### src/design/adcs_pkg.sv
package adcs_pkg;
    // ------------------------------------------------------------
    // bus and register map
    // ------------------------------------------------------------
    localparam int ADCS_ADDR_W = 12;
    localparam logic [9:0] ADCS_BASE_BLOCK = 10'h200;
    localparam logic [9:0] ADCS_BASE_NONBLOCK = 10'h300;
    localparam logic [7:0] ADCS_OFS_CONFIG = 8'h80;
    localparam logic [7:0] ADCS_OFS_STATUS = 8'h81;
    localparam logic [7:0] ADCS_OFS_MASK = 8'h82;
    localparam logic [7:0] ADCS_OFS_MASK_LO = 8'h83;
    localparam logic [7:0] ADCS_OFS_DONE = 8'h84;
    localparam logic [7:0] ADCS_OFS_DONE_LO = 8'h85;
    localparam logic [7:0] ADCS_OFS_RESULT = 8'h86;
    localparam logic [7:0] ADCS_OFS_RESULT_END = 8'ha5;

    // ------------------------------------------------------------
    // field positions and reset values
    // ------------------------------------------------------------
    localparam int ADCS_STAT_SEQ_DONE = 7;
    localparam int ADCS_STAT_REF_LIMIT = 6;
    localparam int ADCS_CFG_IRQ_EN = 7;
    localparam int ADCS_CFG_REPEAT = 6;
    localparam int ADCS_CFG_OFFSET = 5;
    localparam int ADCS_CFG_SOFT_RST = 4;
    localparam logic [7:0] ADCS_CONFIG_RESET = 8'h00;
    localparam logic [7:0] ADCS_CFG_WMASK = 8'hf7;
    localparam logic [15:0] ADCS_MASK_RESET = 16'h0000;
    localparam logic [15:0] ADCS_DONE_RESET = 16'h0000;
    localparam logic [15:0] ADCS_CH_IMPL = 16'hdfff;
    localparam logic [3:0] ADCS_CNT_RESET = 4'hf;
    localparam logic [3:0] ADCS_FIRST_CH = 4'hf;

    // ------------------------------------------------------------
    // converter clock cycle counts
    // ------------------------------------------------------------
    localparam logic [4:0] ADCS_SAMPLE_CYC = 5'h09;
    localparam logic [4:0] ADCS_CONVERT_CYC = 5'h12;
    localparam logic [4:0] ADCS_GAP_CYC = 5'h04;
    localparam logic [3:0] ADCS_PS_DIV [8] = '{4'ha, 4'h8, 4'h6, 4'h4, 4'h2, 4'h1, 4'h1, 4'h1};

    // ------------------------------------------------------------
    // scan order helpers
    // ------------------------------------------------------------
    // channel after c in scan order; also c's position in the order
    function automatic logic [3:0] adcs_step(input logic [3:0] c);
        return (c == 4'hf) ? 4'h0 : c + 4'h1;
    endfunction

    // {found, channel} of the next selected channel after c
    function automatic logic [4:0] adcs_next_sel(input logic [15:0] m, input logic [3:0] c);
        logic [4:0] r;
        logic [3:0] ch;
        r = 5'h00;
        for (int p = 15; p >= 0; p--) begin
            ch = (p == 0) ? 4'hf : 4'(p - 1);
            if (m[ch] && (4'(p) > adcs_step(c))) begin
                r = {1'b1, ch};
            end
        end
        return r;
    endfunction
endpackage

### src/design/adcs_link_if.sv
`timescale 1ns/100ps
interface adcs_link_if;
    logic hold;
    logic [2:0] ps;
    logic tick;
    logic [15:0] mask;
    logic start;
    logic abort;
    logic repeat_en;
    logic [3:0] cnt;
    logic ch_done;
    logic seq_done;
    logic sampling;
    modport divider(input hold, ps, output tick);
    modport engine(input hold, tick, mask, start, abort, repeat_en,
                   output cnt, ch_done, seq_done, sampling);
    modport ctrl(output hold, ps, mask, start, abort, repeat_en,
                 input cnt, ch_done, seq_done, sampling);
endinterface

### src/design/adcs_divider.sv
`timescale 1ns/100ps
module adcs_divider #(
    parameter int CNT_W = 4
) (
    input wire logic clk,
    input wire logic rst_n,
    adcs_link_if.divider lnk
);
    import adcs_pkg::*;

    if (CNT_W < 4) begin : g_chk
        $error("divider counter too narrow for the largest ratio");
    end

    logic [CNT_W-1:0] cnt_r;
    logic [CNT_W-1:0] cnt_nxt;
    logic [CNT_W-1:0] last;
    logic tick_r;
    logic tick_nxt;

    // ------------------------------------------------------------
    // converter clock enable
    // ------------------------------------------------------------
    // a ratio change mid-count is caught by the >= compare
    always_comb begin
        last = CNT_W'(ADCS_PS_DIV[lnk.ps] - 4'h1);
        cnt_nxt = cnt_r + 1'b1;
        tick_nxt = 1'b0;
        if (lnk.hold) begin
            cnt_nxt = '0;
        end else if (cnt_r >= last) begin
            cnt_nxt = '0;
            tick_nxt = 1'b1;
        end
    end

    always_ff @(posedge clk or negedge rst_n) begin
        if (!rst_n) begin
            cnt_r <= '0;
            tick_r <= 1'b0;
        end else begin
            cnt_r <= cnt_nxt;
            tick_r <= tick_nxt;
        end
    end

    assign lnk.tick = tick_r;
endmodule

### src/design/adcs_engine.sv
`timescale 1ns/100ps
module adcs_engine (
    input wire logic clk,
    input wire logic rst_n,
    adcs_link_if.engine lnk
);
    import adcs_pkg::*;

    typedef enum logic [2:0] {ST_IDLE, ST_COUNT, ST_SAMPLE, ST_CONVERT, ST_GAP} adcs_state_type;

    adcs_state_type state_r;
    adcs_state_type state_nxt;
    logic [4:0] cyc_r;
    logic [4:0] cyc_nxt;
    logic [3:0] cnt_r;
    logic [3:0] cnt_nxt;
    logic ch_done_r;
    logic ch_done_nxt;
    logic seq_done_r;
    logic seq_done_nxt;
    logic sampling_r;
    logic [4:0] nx;

    // ------------------------------------------------------------
    // scan sequencer
    // ------------------------------------------------------------
    always_comb begin
        state_nxt = state_r;
        cyc_nxt = cyc_r;
        cnt_nxt = cnt_r;
        ch_done_nxt = 1'b0;
        seq_done_nxt = 1'b0;
        nx = adcs_next_sel(lnk.mask, cnt_r);
        if (lnk.hold) begin
            state_nxt = ST_IDLE;
            cyc_nxt = 5'h00;
            cnt_nxt = ADCS_CNT_RESET;
        end else if (lnk.start) begin
            state_nxt = ST_COUNT;
            cyc_nxt = 5'h00;
            cnt_nxt = ADCS_FIRST_CH;
        end else if (lnk.abort) begin
            state_nxt = ST_IDLE;
            cyc_nxt = 5'h00;
        end else if (lnk.tick) begin
            unique case (state_r)
                ST_IDLE: begin
                end
                ST_COUNT: begin
                    // one converter cycle per channel walked past
                    if (lnk.mask[cnt_r]) begin
                        state_nxt = ST_SAMPLE;
                    end else begin
                        cnt_nxt = adcs_step(cnt_r);
                    end
                end
                ST_SAMPLE: begin
                    if (cyc_r == ADCS_SAMPLE_CYC - 5'h01) begin
                        state_nxt = ST_CONVERT;
                        cyc_nxt = 5'h00;
                    end else begin
                        cyc_nxt = cyc_r + 5'h01;
                    end
                end
                ST_CONVERT: begin
                    if (cyc_r == ADCS_CONVERT_CYC - 5'h01) begin
                        ch_done_nxt = 1'b1;
                        seq_done_nxt = !nx[4];
                        cyc_nxt = 5'h00;
                        state_nxt = (nx[4] || lnk.repeat_en) ? ST_GAP : ST_IDLE;
                    end else begin
                        cyc_nxt = cyc_r + 5'h01;
                    end
                end
                ST_GAP: begin
                    if (cyc_r == ADCS_GAP_CYC - 5'h01) begin
                        cyc_nxt = 5'h00;
                        // walk to the next channel is hidden in the gap time
                        if (nx[4]) begin
                            state_nxt = ST_SAMPLE;
                            cnt_nxt = nx[3:0];
                        end else begin
                            state_nxt = ST_COUNT;
                            cnt_nxt = ADCS_FIRST_CH;
                        end
                    end else begin
                        cyc_nxt = cyc_r + 5'h01;
                    end
                end
            endcase
        end
    end

    always_ff @(posedge clk or negedge rst_n) begin
        if (!rst_n) begin
            state_r <= ST_IDLE;
            cyc_r <= 5'h00;
            cnt_r <= ADCS_CNT_RESET;
            ch_done_r <= 1'b0;
            seq_done_r <= 1'b0;
            sampling_r <= 1'b0;
        end else begin
            state_r <= state_nxt;
            cyc_r <= cyc_nxt;
            cnt_r <= cnt_nxt;
            ch_done_r <= ch_done_nxt;
            seq_done_r <= seq_done_nxt;
            sampling_r <= (state_nxt == ST_SAMPLE);
        end
    end

    assign lnk.cnt = cnt_r;
    assign lnk.ch_done = ch_done_r;
    assign lnk.seq_done = seq_done_r;
    assign lnk.sampling = sampling_r;
endmodule

### src/design/adcs_top.sv
`timescale 1ns/100ps
module adcs_top #(
    parameter int RES_W = 10
) (
    input wire logic clk,
    input wire logic rst_n,
    input wire logic [adcs_pkg::ADCS_ADDR_W-1:0] avs_address,
    input wire logic avs_read,
    input wire logic avs_write,
    input wire logic [31:0] avs_writedata,
    input wire logic [3:0] avs_byteenable,
    output logic [31:0] avs_readdata,
    output logic avs_waitrequest,
    input wire logic [RES_W-1:0] ana_result,
    input wire logic ref_limit_pin,
    output logic [3:0] ana_channel,
    output logic ana_sample,
    output logic offset_comp_en,
    output logic irq
);
    import adcs_pkg::*;

    localparam int PAD_W = 16 - RES_W;

    if (RES_W < 8 || RES_W > 15) begin : g_chk
        $error("result width must be 8 to 15 bits");
    end

    // ------------------------------------------------------------
    // helpers
    // ------------------------------------------------------------
    // odd offset is the low byte alone, in lane 0
    function automatic logic [31:0] rd16(input logic [15:0] v, input logic odd);
        return odd ? {24'h000000, v[7:0]} : {16'h0000, v};
    endfunction

    // ------------------------------------------------------------
    // declarations
    // ------------------------------------------------------------
    logic [7:0] cfg_r;
    logic [7:0] cfg_nxt;
    logic [15:0] mask_r;
    logic [15:0] mask_nxt;
    logic [15:0] done_r;
    logic [15:0] done_nxt;
    logic scf_r;
    logic scf_nxt;
    logic lim_r;
    logic lim_nxt;
    logic [RES_W-1:0] res_r [16];
    logic [RES_W-1:0] res_nxt [16];
    logic [7:0] lat_hi_r;
    logic [7:0] lat_hi_nxt;
    logic [3:0] lat_ch_r;
    logic [3:0] lat_ch_nxt;
    logic lat_vld_r;
    logic lat_vld_nxt;
    logic start_r;
    logic start_nxt;
    logic abort_r;
    logic abort_nxt;
    logic [31:0] rdata_r;
    logic [31:0] rdata_nxt;
    logic wait_r;
    logic wait_nxt;
    logic irq_r;
    logic irq_nxt;
    logic [RES_W:0] s1_r;
    logic [RES_W:0] s2_r;
    logic [RES_W:0] s3_r;
    logic [RES_W:0] held_r;
    logic [RES_W:0] held_nxt;
    logic [9:0] gidx;
    logic [7:0] ofs;
    logic hit;
    logic req;
    logic rd;
    logic wr;
    logic wd;
    logic hb;
    logic lb;
    logic res_hit;
    logic [3:0] rch;
    logic [15:0] rword;

    // ------------------------------------------------------------
    // converter engine and clock divider
    // ------------------------------------------------------------
    adcs_link_if lnk();

    adcs_divider u_div (
        .clk(clk),
        .rst_n(rst_n),
        .lnk(lnk.divider)
    );

    adcs_engine u_eng (
        .clk(clk),
        .rst_n(rst_n),
        .lnk(lnk.engine)
    );

    assign lnk.hold = cfg_r[ADCS_CFG_SOFT_RST];
    assign lnk.ps = cfg_r[2:0];
    assign lnk.mask = mask_r;
    assign lnk.start = start_r;
    assign lnk.abort = abort_r;
    assign lnk.repeat_en = cfg_r[ADCS_CFG_REPEAT];

    // ------------------------------------------------------------
    // bus decode
    // ------------------------------------------------------------
    always_comb begin
        gidx = avs_address[ADCS_ADDR_W-1:2];
        ofs = gidx[7:0];
        hit = (gidx[9:8] == ADCS_BASE_BLOCK[9:8]) ||
              (gidx[9:8] == ADCS_BASE_NONBLOCK[9:8]);
        // one answer per request: waitrequest is high when a request is taken
        req = (avs_read || avs_write) && wait_r;
        rd = req && avs_read && hit;
        wr = req && avs_write && hit;
        wd = !ofs[0] && avs_byteenable[1] && avs_byteenable[0];
        hb = !ofs[0] && avs_byteenable[1] && !avs_byteenable[0];
        lb = avs_byteenable[0] && (ofs[0] || !avs_byteenable[1]);
        res_hit = (ofs >= ADCS_OFS_RESULT) && (ofs <= ADCS_OFS_RESULT_END);
        rch = 4'((ofs - ADCS_OFS_RESULT) >> 1);
        rword = 16'(res_r[rch]) << PAD_W;
    end

    // ------------------------------------------------------------
    // register file next state
    // ------------------------------------------------------------
    always_comb begin
        cfg_nxt = cfg_r;
        mask_nxt = mask_r;
        done_nxt = done_r;
        scf_nxt = scf_r;
        res_nxt = res_r;
        lat_hi_nxt = lat_hi_r;
        lat_ch_nxt = lat_ch_r;
        lat_vld_nxt = lat_vld_r;
        start_nxt = 1'b0;
        abort_nxt = 1'b0;
        wait_nxt = 1'b1;
        rdata_nxt = rdata_r;
        held_nxt = held_r;
        // analog side is asynchronous: accept only a settled value
        if (s2_r == s3_r) begin
            held_nxt = s3_r;
        end
        lim_nxt = held_r[RES_W];
        if (req) begin
            wait_nxt = 1'b0;
            rdata_nxt = 32'h00000000;
        end
        if (rd) begin
            if (ofs == ADCS_OFS_CONFIG) begin
                rdata_nxt = {24'h000000, cfg_r};
            end else if (ofs == ADCS_OFS_STATUS) begin
                rdata_nxt = {24'h000000, scf_r, lim_r, 2'h0, lnk.cnt};
                scf_nxt = 1'b0;
            end else if (ofs == ADCS_OFS_MASK || ofs == ADCS_OFS_MASK_LO) begin
                rdata_nxt = rd16(mask_r, ofs[0]);
            end else if (ofs == ADCS_OFS_DONE || ofs == ADCS_OFS_DONE_LO) begin
                rdata_nxt = rd16(done_r & ADCS_CH_IMPL, ofs[0]);
            end else if (res_hit) begin
                if (wd) begin
                    rdata_nxt = {16'h0000, rword};
                    done_nxt[rch] = 1'b0;
                end else if (hb) begin
                    // high byte pairs with a preceding low byte of the same channel
                    rdata_nxt[15:8] = (lat_vld_r && lat_ch_r == rch) ?
                                      lat_hi_r : rword[15:8];
                    lat_vld_nxt = 1'b0;
                    done_nxt[rch] = 1'b0;
                end else if (lb) begin
                    rdata_nxt[7:0] = rword[7:0];
                    lat_hi_nxt = rword[15:8];
                    lat_ch_nxt = rch;
                    lat_vld_nxt = 1'b1;
                end
            end
        end
        if (wr) begin
            if (ofs == ADCS_OFS_CONFIG && avs_byteenable[0]) begin
                cfg_nxt = avs_writedata[7:0] & ADCS_CFG_WMASK;
            end else if (ofs[7:1] == ADCS_OFS_MASK[7:1]) begin
                if (hb || wd) begin
                    mask_nxt[15:8] = avs_writedata[15:8];
                end
                if (lb || wd) begin
                    mask_nxt[7:0] = avs_writedata[7:0];
                end
                mask_nxt = mask_nxt & ADCS_CH_IMPL;
                done_nxt = ADCS_DONE_RESET;
                abort_nxt = 1'b1;
                start_nxt = (hb || wd) && (mask_nxt != ADCS_MASK_RESET);
            end
        end
        // hardware sets come after the bus clears so a same-cycle event survives them; the soft reset clears come last and win
        if (lnk.ch_done) begin
            done_nxt[lnk.cnt] = 1'b1;
            res_nxt[lnk.cnt] = held_r[RES_W-1:0];
        end
        if (lnk.seq_done) begin
            scf_nxt = 1'b1;
        end
        if (cfg_r[ADCS_CFG_SOFT_RST]) begin
            mask_nxt = ADCS_MASK_RESET;
            done_nxt = ADCS_DONE_RESET;
            scf_nxt = 1'b0;
            lim_nxt = 1'b0;
            for (int i = 0; i < 16; i++) begin
                res_nxt[i] = '0;
            end
            lat_vld_nxt = 1'b0;
            start_nxt = 1'b0;
            abort_nxt = 1'b0;
        end
        irq_nxt = scf_nxt && cfg_nxt[ADCS_CFG_IRQ_EN];
    end

    // ------------------------------------------------------------
    // register file state
    // ------------------------------------------------------------
    always_ff @(posedge clk or negedge rst_n) begin
        if (!rst_n) begin
            cfg_r <= ADCS_CONFIG_RESET;
            mask_r <= ADCS_MASK_RESET;
            done_r <= ADCS_DONE_RESET;
            scf_r <= 1'b0;
            lim_r <= 1'b0;
            for (int i = 0; i < 16; i++) begin
                res_r[i] <= '0;
            end
            lat_hi_r <= 8'h00;
            lat_ch_r <= 4'h0;
            lat_vld_r <= 1'b0;
            start_r <= 1'b0;
            abort_r <= 1'b0;
            rdata_r <= 32'h00000000;
            wait_r <= 1'b1;
            irq_r <= 1'b0;
            s1_r <= '0;
            s2_r <= '0;
            s3_r <= '0;
            held_r <= '0;
        end else begin
            cfg_r <= cfg_nxt;
            mask_r <= mask_nxt;
            done_r <= done_nxt;
            scf_r <= scf_nxt;
            lim_r <= lim_nxt;
            res_r <= res_nxt;
            lat_hi_r <= lat_hi_nxt;
            lat_ch_r <= lat_ch_nxt;
            lat_vld_r <= lat_vld_nxt;
            start_r <= start_nxt;
            abort_r <= abort_nxt;
            rdata_r <= rdata_nxt;
            wait_r <= wait_nxt;
            irq_r <= irq_nxt;
            s1_r <= {ref_limit_pin, ana_result};
            s2_r <= s1_r;
            s3_r <= s2_r;
            held_r <= held_nxt;
        end
    end

    // ------------------------------------------------------------
    // outputs
    // ------------------------------------------------------------
    assign avs_readdata = rdata_r;
    assign avs_waitrequest = wait_r;
    assign irq = irq_r;
    assign ana_channel = lnk.cnt;
    assign ana_sample = lnk.sampling;
    assign offset_comp_en = cfg_r[ADCS_CFG_OFFSET];
endmodule

### config.mk
export PLATFORM = sky130hd
export DESIGN_NAME = adcs_top
export DESIGN_NICKNAME = d
export VERILOG_FILES = /design/src/design/adcs_pkg.sv /design/src/design/adcs_link_if.sv /design/src/design/adcs_divider.sv /design/src/design/adcs_engine.sv /design/src/design/adcs_top.sv
export SDC_FILE = /design/constraint.sdc
export NUM_CORES = 1
export LEC_CHECK = 0
export BUFFER_PORTS_ARGS = -buffer_cell sky130_fd_sc_hd__buf_2
export CAP_MARGIN = 20
export CELL_PAD_IN_SITES_DETAIL_PLACEMENT = 2
export CELL_PAD_IN_SITES_GLOBAL_PLACEMENT = 2
export CORE_MARGIN = 5
export CORE_UTILIZATION = 43
export DETAILED_ROUTE_END_ITERATION = 10
export PLACE_DENSITY = 0.86
export SETUP_SLACK_MARGIN = 0.4
export SYNTH_ARGS = -nofsm -noshare
export SYNTH_HDL_FRONTEND = slang
export SYNTH_SLANG_ARGS = --single-unit
### constraint.sdc
create_clock -name clk -period 7.47 [get_ports clk]
set_input_delay 0.3735 -clock clk [delete_from_list [all_inputs] [get_ports clk]]
set_output_delay 0.3735 -clock clk [all_outputs]
set_load 0.01 [all_outputs]
==> flow_metrics.env <==
export IMPL_rsz0062_at_grt="false"
export IMPL_hold_violations=0
export IMPL_crit_family="compound AO/OA/AOI/OAI gates"
export IMPL_path_cells="ha_1 -> nand2b_1 -> o211ai_1 -> nand2_1 -> a211oi_1 -> and3_1 -> o21ai_0 -> and4b_1"
export IMPL_antenna_found_initial=0
export IMPL_grt_pass1_wl_um=84000
export IMPL_vias=12190
export IMPL_yosysSeqAreaShare_pct=51.8
export IMPL_insertion_delay_ps=540
export IMPL_path_class="register to register"
export IMPL_synth_area_leader_cell="dfrtp_1"
export IMPL_p_leak_nw=7.55
export IMPL_grt_pass1_vias=14071
export IMPL_synth_commonest_cells="369 x nand2_1, 307 x dfrtp_1, 219 x a21oi_1, 70 x clkbuf_1, 58 x nor2_1"
export IMPL_ff2ff_setup_slack_ps=3770
export IMPL_min_period_ps=3700
export IMPL_crit_path_max_fanout=18
export IMPL_globalRouteMet1Util_pct=33.9
export IMPL_root_buffer="clkbuf_16"
export IMPL_routedWlPerCell_um=26.6
export IMPL_drc=0
export IMPL_synth_most_common_cell="nand2_1"
export IMPL_critPathCaptureType="register"
export IMPL_clock_skew_ps=23.0
export IMPL_fill_cells=3569
export IMPL_grt_busiest_layer="met2"
export IMPL_die_area_um2=39000
export IMPL_grt_max_degree=118
export IMPL_place_hpwl_um=34800
export IMPL_ir_worst_vdd_mv=0.170
export IMPL_cts_sinks=312
export IMPL_slew_viol_final=0
export IMPL_portBuffers=80
export IMPL_cts_resized=0
export IMPL_max_stage_delay_ps=740
export IMPL_p_per_area_nw_per_um2=254
export IMPL_max_freq_mhz=270
export IMPL_ys_seq_elements=312
export IMPL_synthArstFlopShare_pct=100
export IMPL_required_ps=7870
export IMPL_cp_start_kind="register"
export IMPL_drive_above_1_share_pct=16.2
export IMPL_ys_flop_type="dfrtp_1"
export IMPL_nets=1626
export IMPL_fin_crit_sh_pct=49.5
export IMPL_min_path_type="primary input to register"
export IMPL_synth_area_per_cell_um2=10.1
export IMPL_grt_usage_pct=27.6
export IMPL_gp_congestion=0.809
export IMPL_via_per_inst=6.02
export IMPL_path_clk_slew_ps=60
export IMPL_fin_hold_ws_ps=119
export IMPL_worstPathArrival_ps=4100
export IMPL_synth_top_area_share_pct=50.9
export IMPL_rows=68
export IMPL_use_met3_pct=3.12
export IMPL_postCtsSetupBuffers=0
export IMPL_netlist_area_um2=15100
export IMPL_holdBufCountCts=12
export IMPL_numCtsBuffers=37
export IMPL_syn_inst=1499
export IMPL_design_core_area_um2=34600
export IMPL_synth_area_top_cells="dfrtp_1 51%, nand2_1 9.2%, mux4_2 7.6%, a21oi_1 7.3%, mux2_2 2.1%"
export IMPL_yosysUniqueCellTypes=75
export IMPL_cp_num_buf_inv=0
export IMPL_worst_slew_pin_slew_ps=1120
export IMPL_setup_violations=0
export IMPL_slew_headroom_pct=24.8
export IMPL_h_tree_depth=2
export IMPL_ioPinCount=103
export IMPL_first_iter_violations=758
export IMPL_ant_nets=0
export IMPL_cts_max_path_buffers=3
export IMPL_syn2layout_area_growth_pct=13.5
export IMPL_die_h_um=197
export IMPL_cap_violations=0
export IMPL_setup_tns_ps=0
export IMPL_synth_enable_flop_cells=0
export IMPL_cts_tree="done"
export IMPL_syn_num_nets=1581
export IMPL_crit_slowest_cell="o211ai_1"
export IMPL_yosys_warnings=0
export IMPL_grt_util_met2_pct=48.8
export IMPL_grt_ovfl_total=0
export IMPL_num_antenna_cells=0
export IMPL_outcome="complete, no violations"
export IMPL_first_pass_iters=5
export IMPL_die_x_um=197
export IMPL_initial_utilization_pct=43.6
export IMPL_routed_wl_um=54000
-- tightest hold or removal path, cell delays in order --
cell and delay (ps):
buf_2 110, nand2_1 60, a21oi_1 60
-- logic make-up (layout without fill, tap and decap cells) --
| kind of cell | count (synthesis) | count (layout) | synth area share (%) |
|---|---|---|---|
| and+or+nand+nor | 565 | 565 | 16.4 |
| xor gates and xnor gates | 24 | 24 | 1.66 |
| DFF | 312 | 312 | 51.8 |
| muxes | 101 | 101 | 11.4 |
| AOI/OAI and AO/OA | 352 | 352 | 13.7 |
| adders and majority gates | 19 | 19 | 1.57 |
| buffers and inverters | 126 | 197 | 3.62 |
-- power breakdown --
group          switching, mW  internal [mW]  leakage (nW)
clock network          0.751           1.09         0.605
logic                  0.384          0.223          2.77
registers              0.130           1.77          4.18
total                   1.27           3.08          7.55
-- state kept, by name, indices dropped and copies added, names as in the netlist, 3 cells and up --
register,cells
u_eng.state_r,3
avs_readdata,32
lat_ch_r,4
lat_hi_r,8
s1_r,11
cfg_r,7
res_r,160
done_r,15
u_div.cnt_r,4
held_r,11
s2_r,11
u_eng.lnk.cnt,4
s3_r,11
u_eng.cyc_r,5
lnk.mask,15
-- layout make-up --
class	instances	area (µm²)	area share [%]
Sequential cell	312	7820	45.6
Tap cell	455	569	3.32
Timing Repair Buffer	110	701	4.09
Inverter	22	82.6	0.482
Multi-Input combinational cell	1061	6740	39.4
Clock inverter	13	166	0.971
Clock buffer	52	1050	6.14
-- metal layers --
layer  vias to the layer above  part of all wire, %
met1                      6434                   40
li1                       5308                    -
met3                       128                  4.0
met4                         0                  4.9
met5                         -                    0
met2                       320                   51
-- layout by cell type (no fill, tap or decap), drive strengths merged, types with 17 or more instances in the layout --
cell,count
nand2,369
dfrtp,307
a21oi,220
buf,98
nor2,58
mux4,53
clkbuf,52
o21ai,39
mux2,28
nand3,28
and2,25
inv,25
nand2b,20
mux2i,20
ha,19
xnor2,17
-- per-stage QoR --
| stage | cell area (µm²) | setup slack (ps) | power [mW] | instances | util (%) |
|---|---|---|---|---|---|
| 5_1_grt | 17100 | 3530 | 4.52 | 2025 | 49.5 |
| 3_5_place_dp | 15700 | 3760 | 2.51 | 1945 | 45.5 |
| 6_report | 17100 | 3770 | 4.35 | 2025 | 49.5 |
| 2_1_floorplan | 15100 | 4240 | 2.29 | 1499 | - |
| 3_3_place_gp | 15700 | 3860 | 2.46 | 1941 | 45.4 |
| 4_1_cts | 17100 | 3820 | 4.38 | 2022 | 49.3 |
-- path summary, 6_finish.rpt --
kind	cells past startpoint	startpoint	end
hold reg to reg	0	s1_r[5]$_DFF_PN0_	s2_r[5]$_DFF_PN0_
setup reg to reg	8	u_eng.lnk.cnt[0]$_DFFE_PN1P_	u_eng.lnk.sampling$_DFF_PN0_
hold / removal	3	avs_writedata[15]	lnk.mask[15]$_DFFE_PN0P_
max in group asynchronous	3	rst_n	res_r[114]$_DFFE_PN0P_
setup / recovery	8	u_eng.lnk.cnt[0]$_DFFE_PN1P_	u_eng.lnk.sampling$_DFF_PN0_
min in group asynchronous	2	rst_n	u_div.cnt_r[3]$_DFF_PN0_
(Power assumes the default switching activity.)
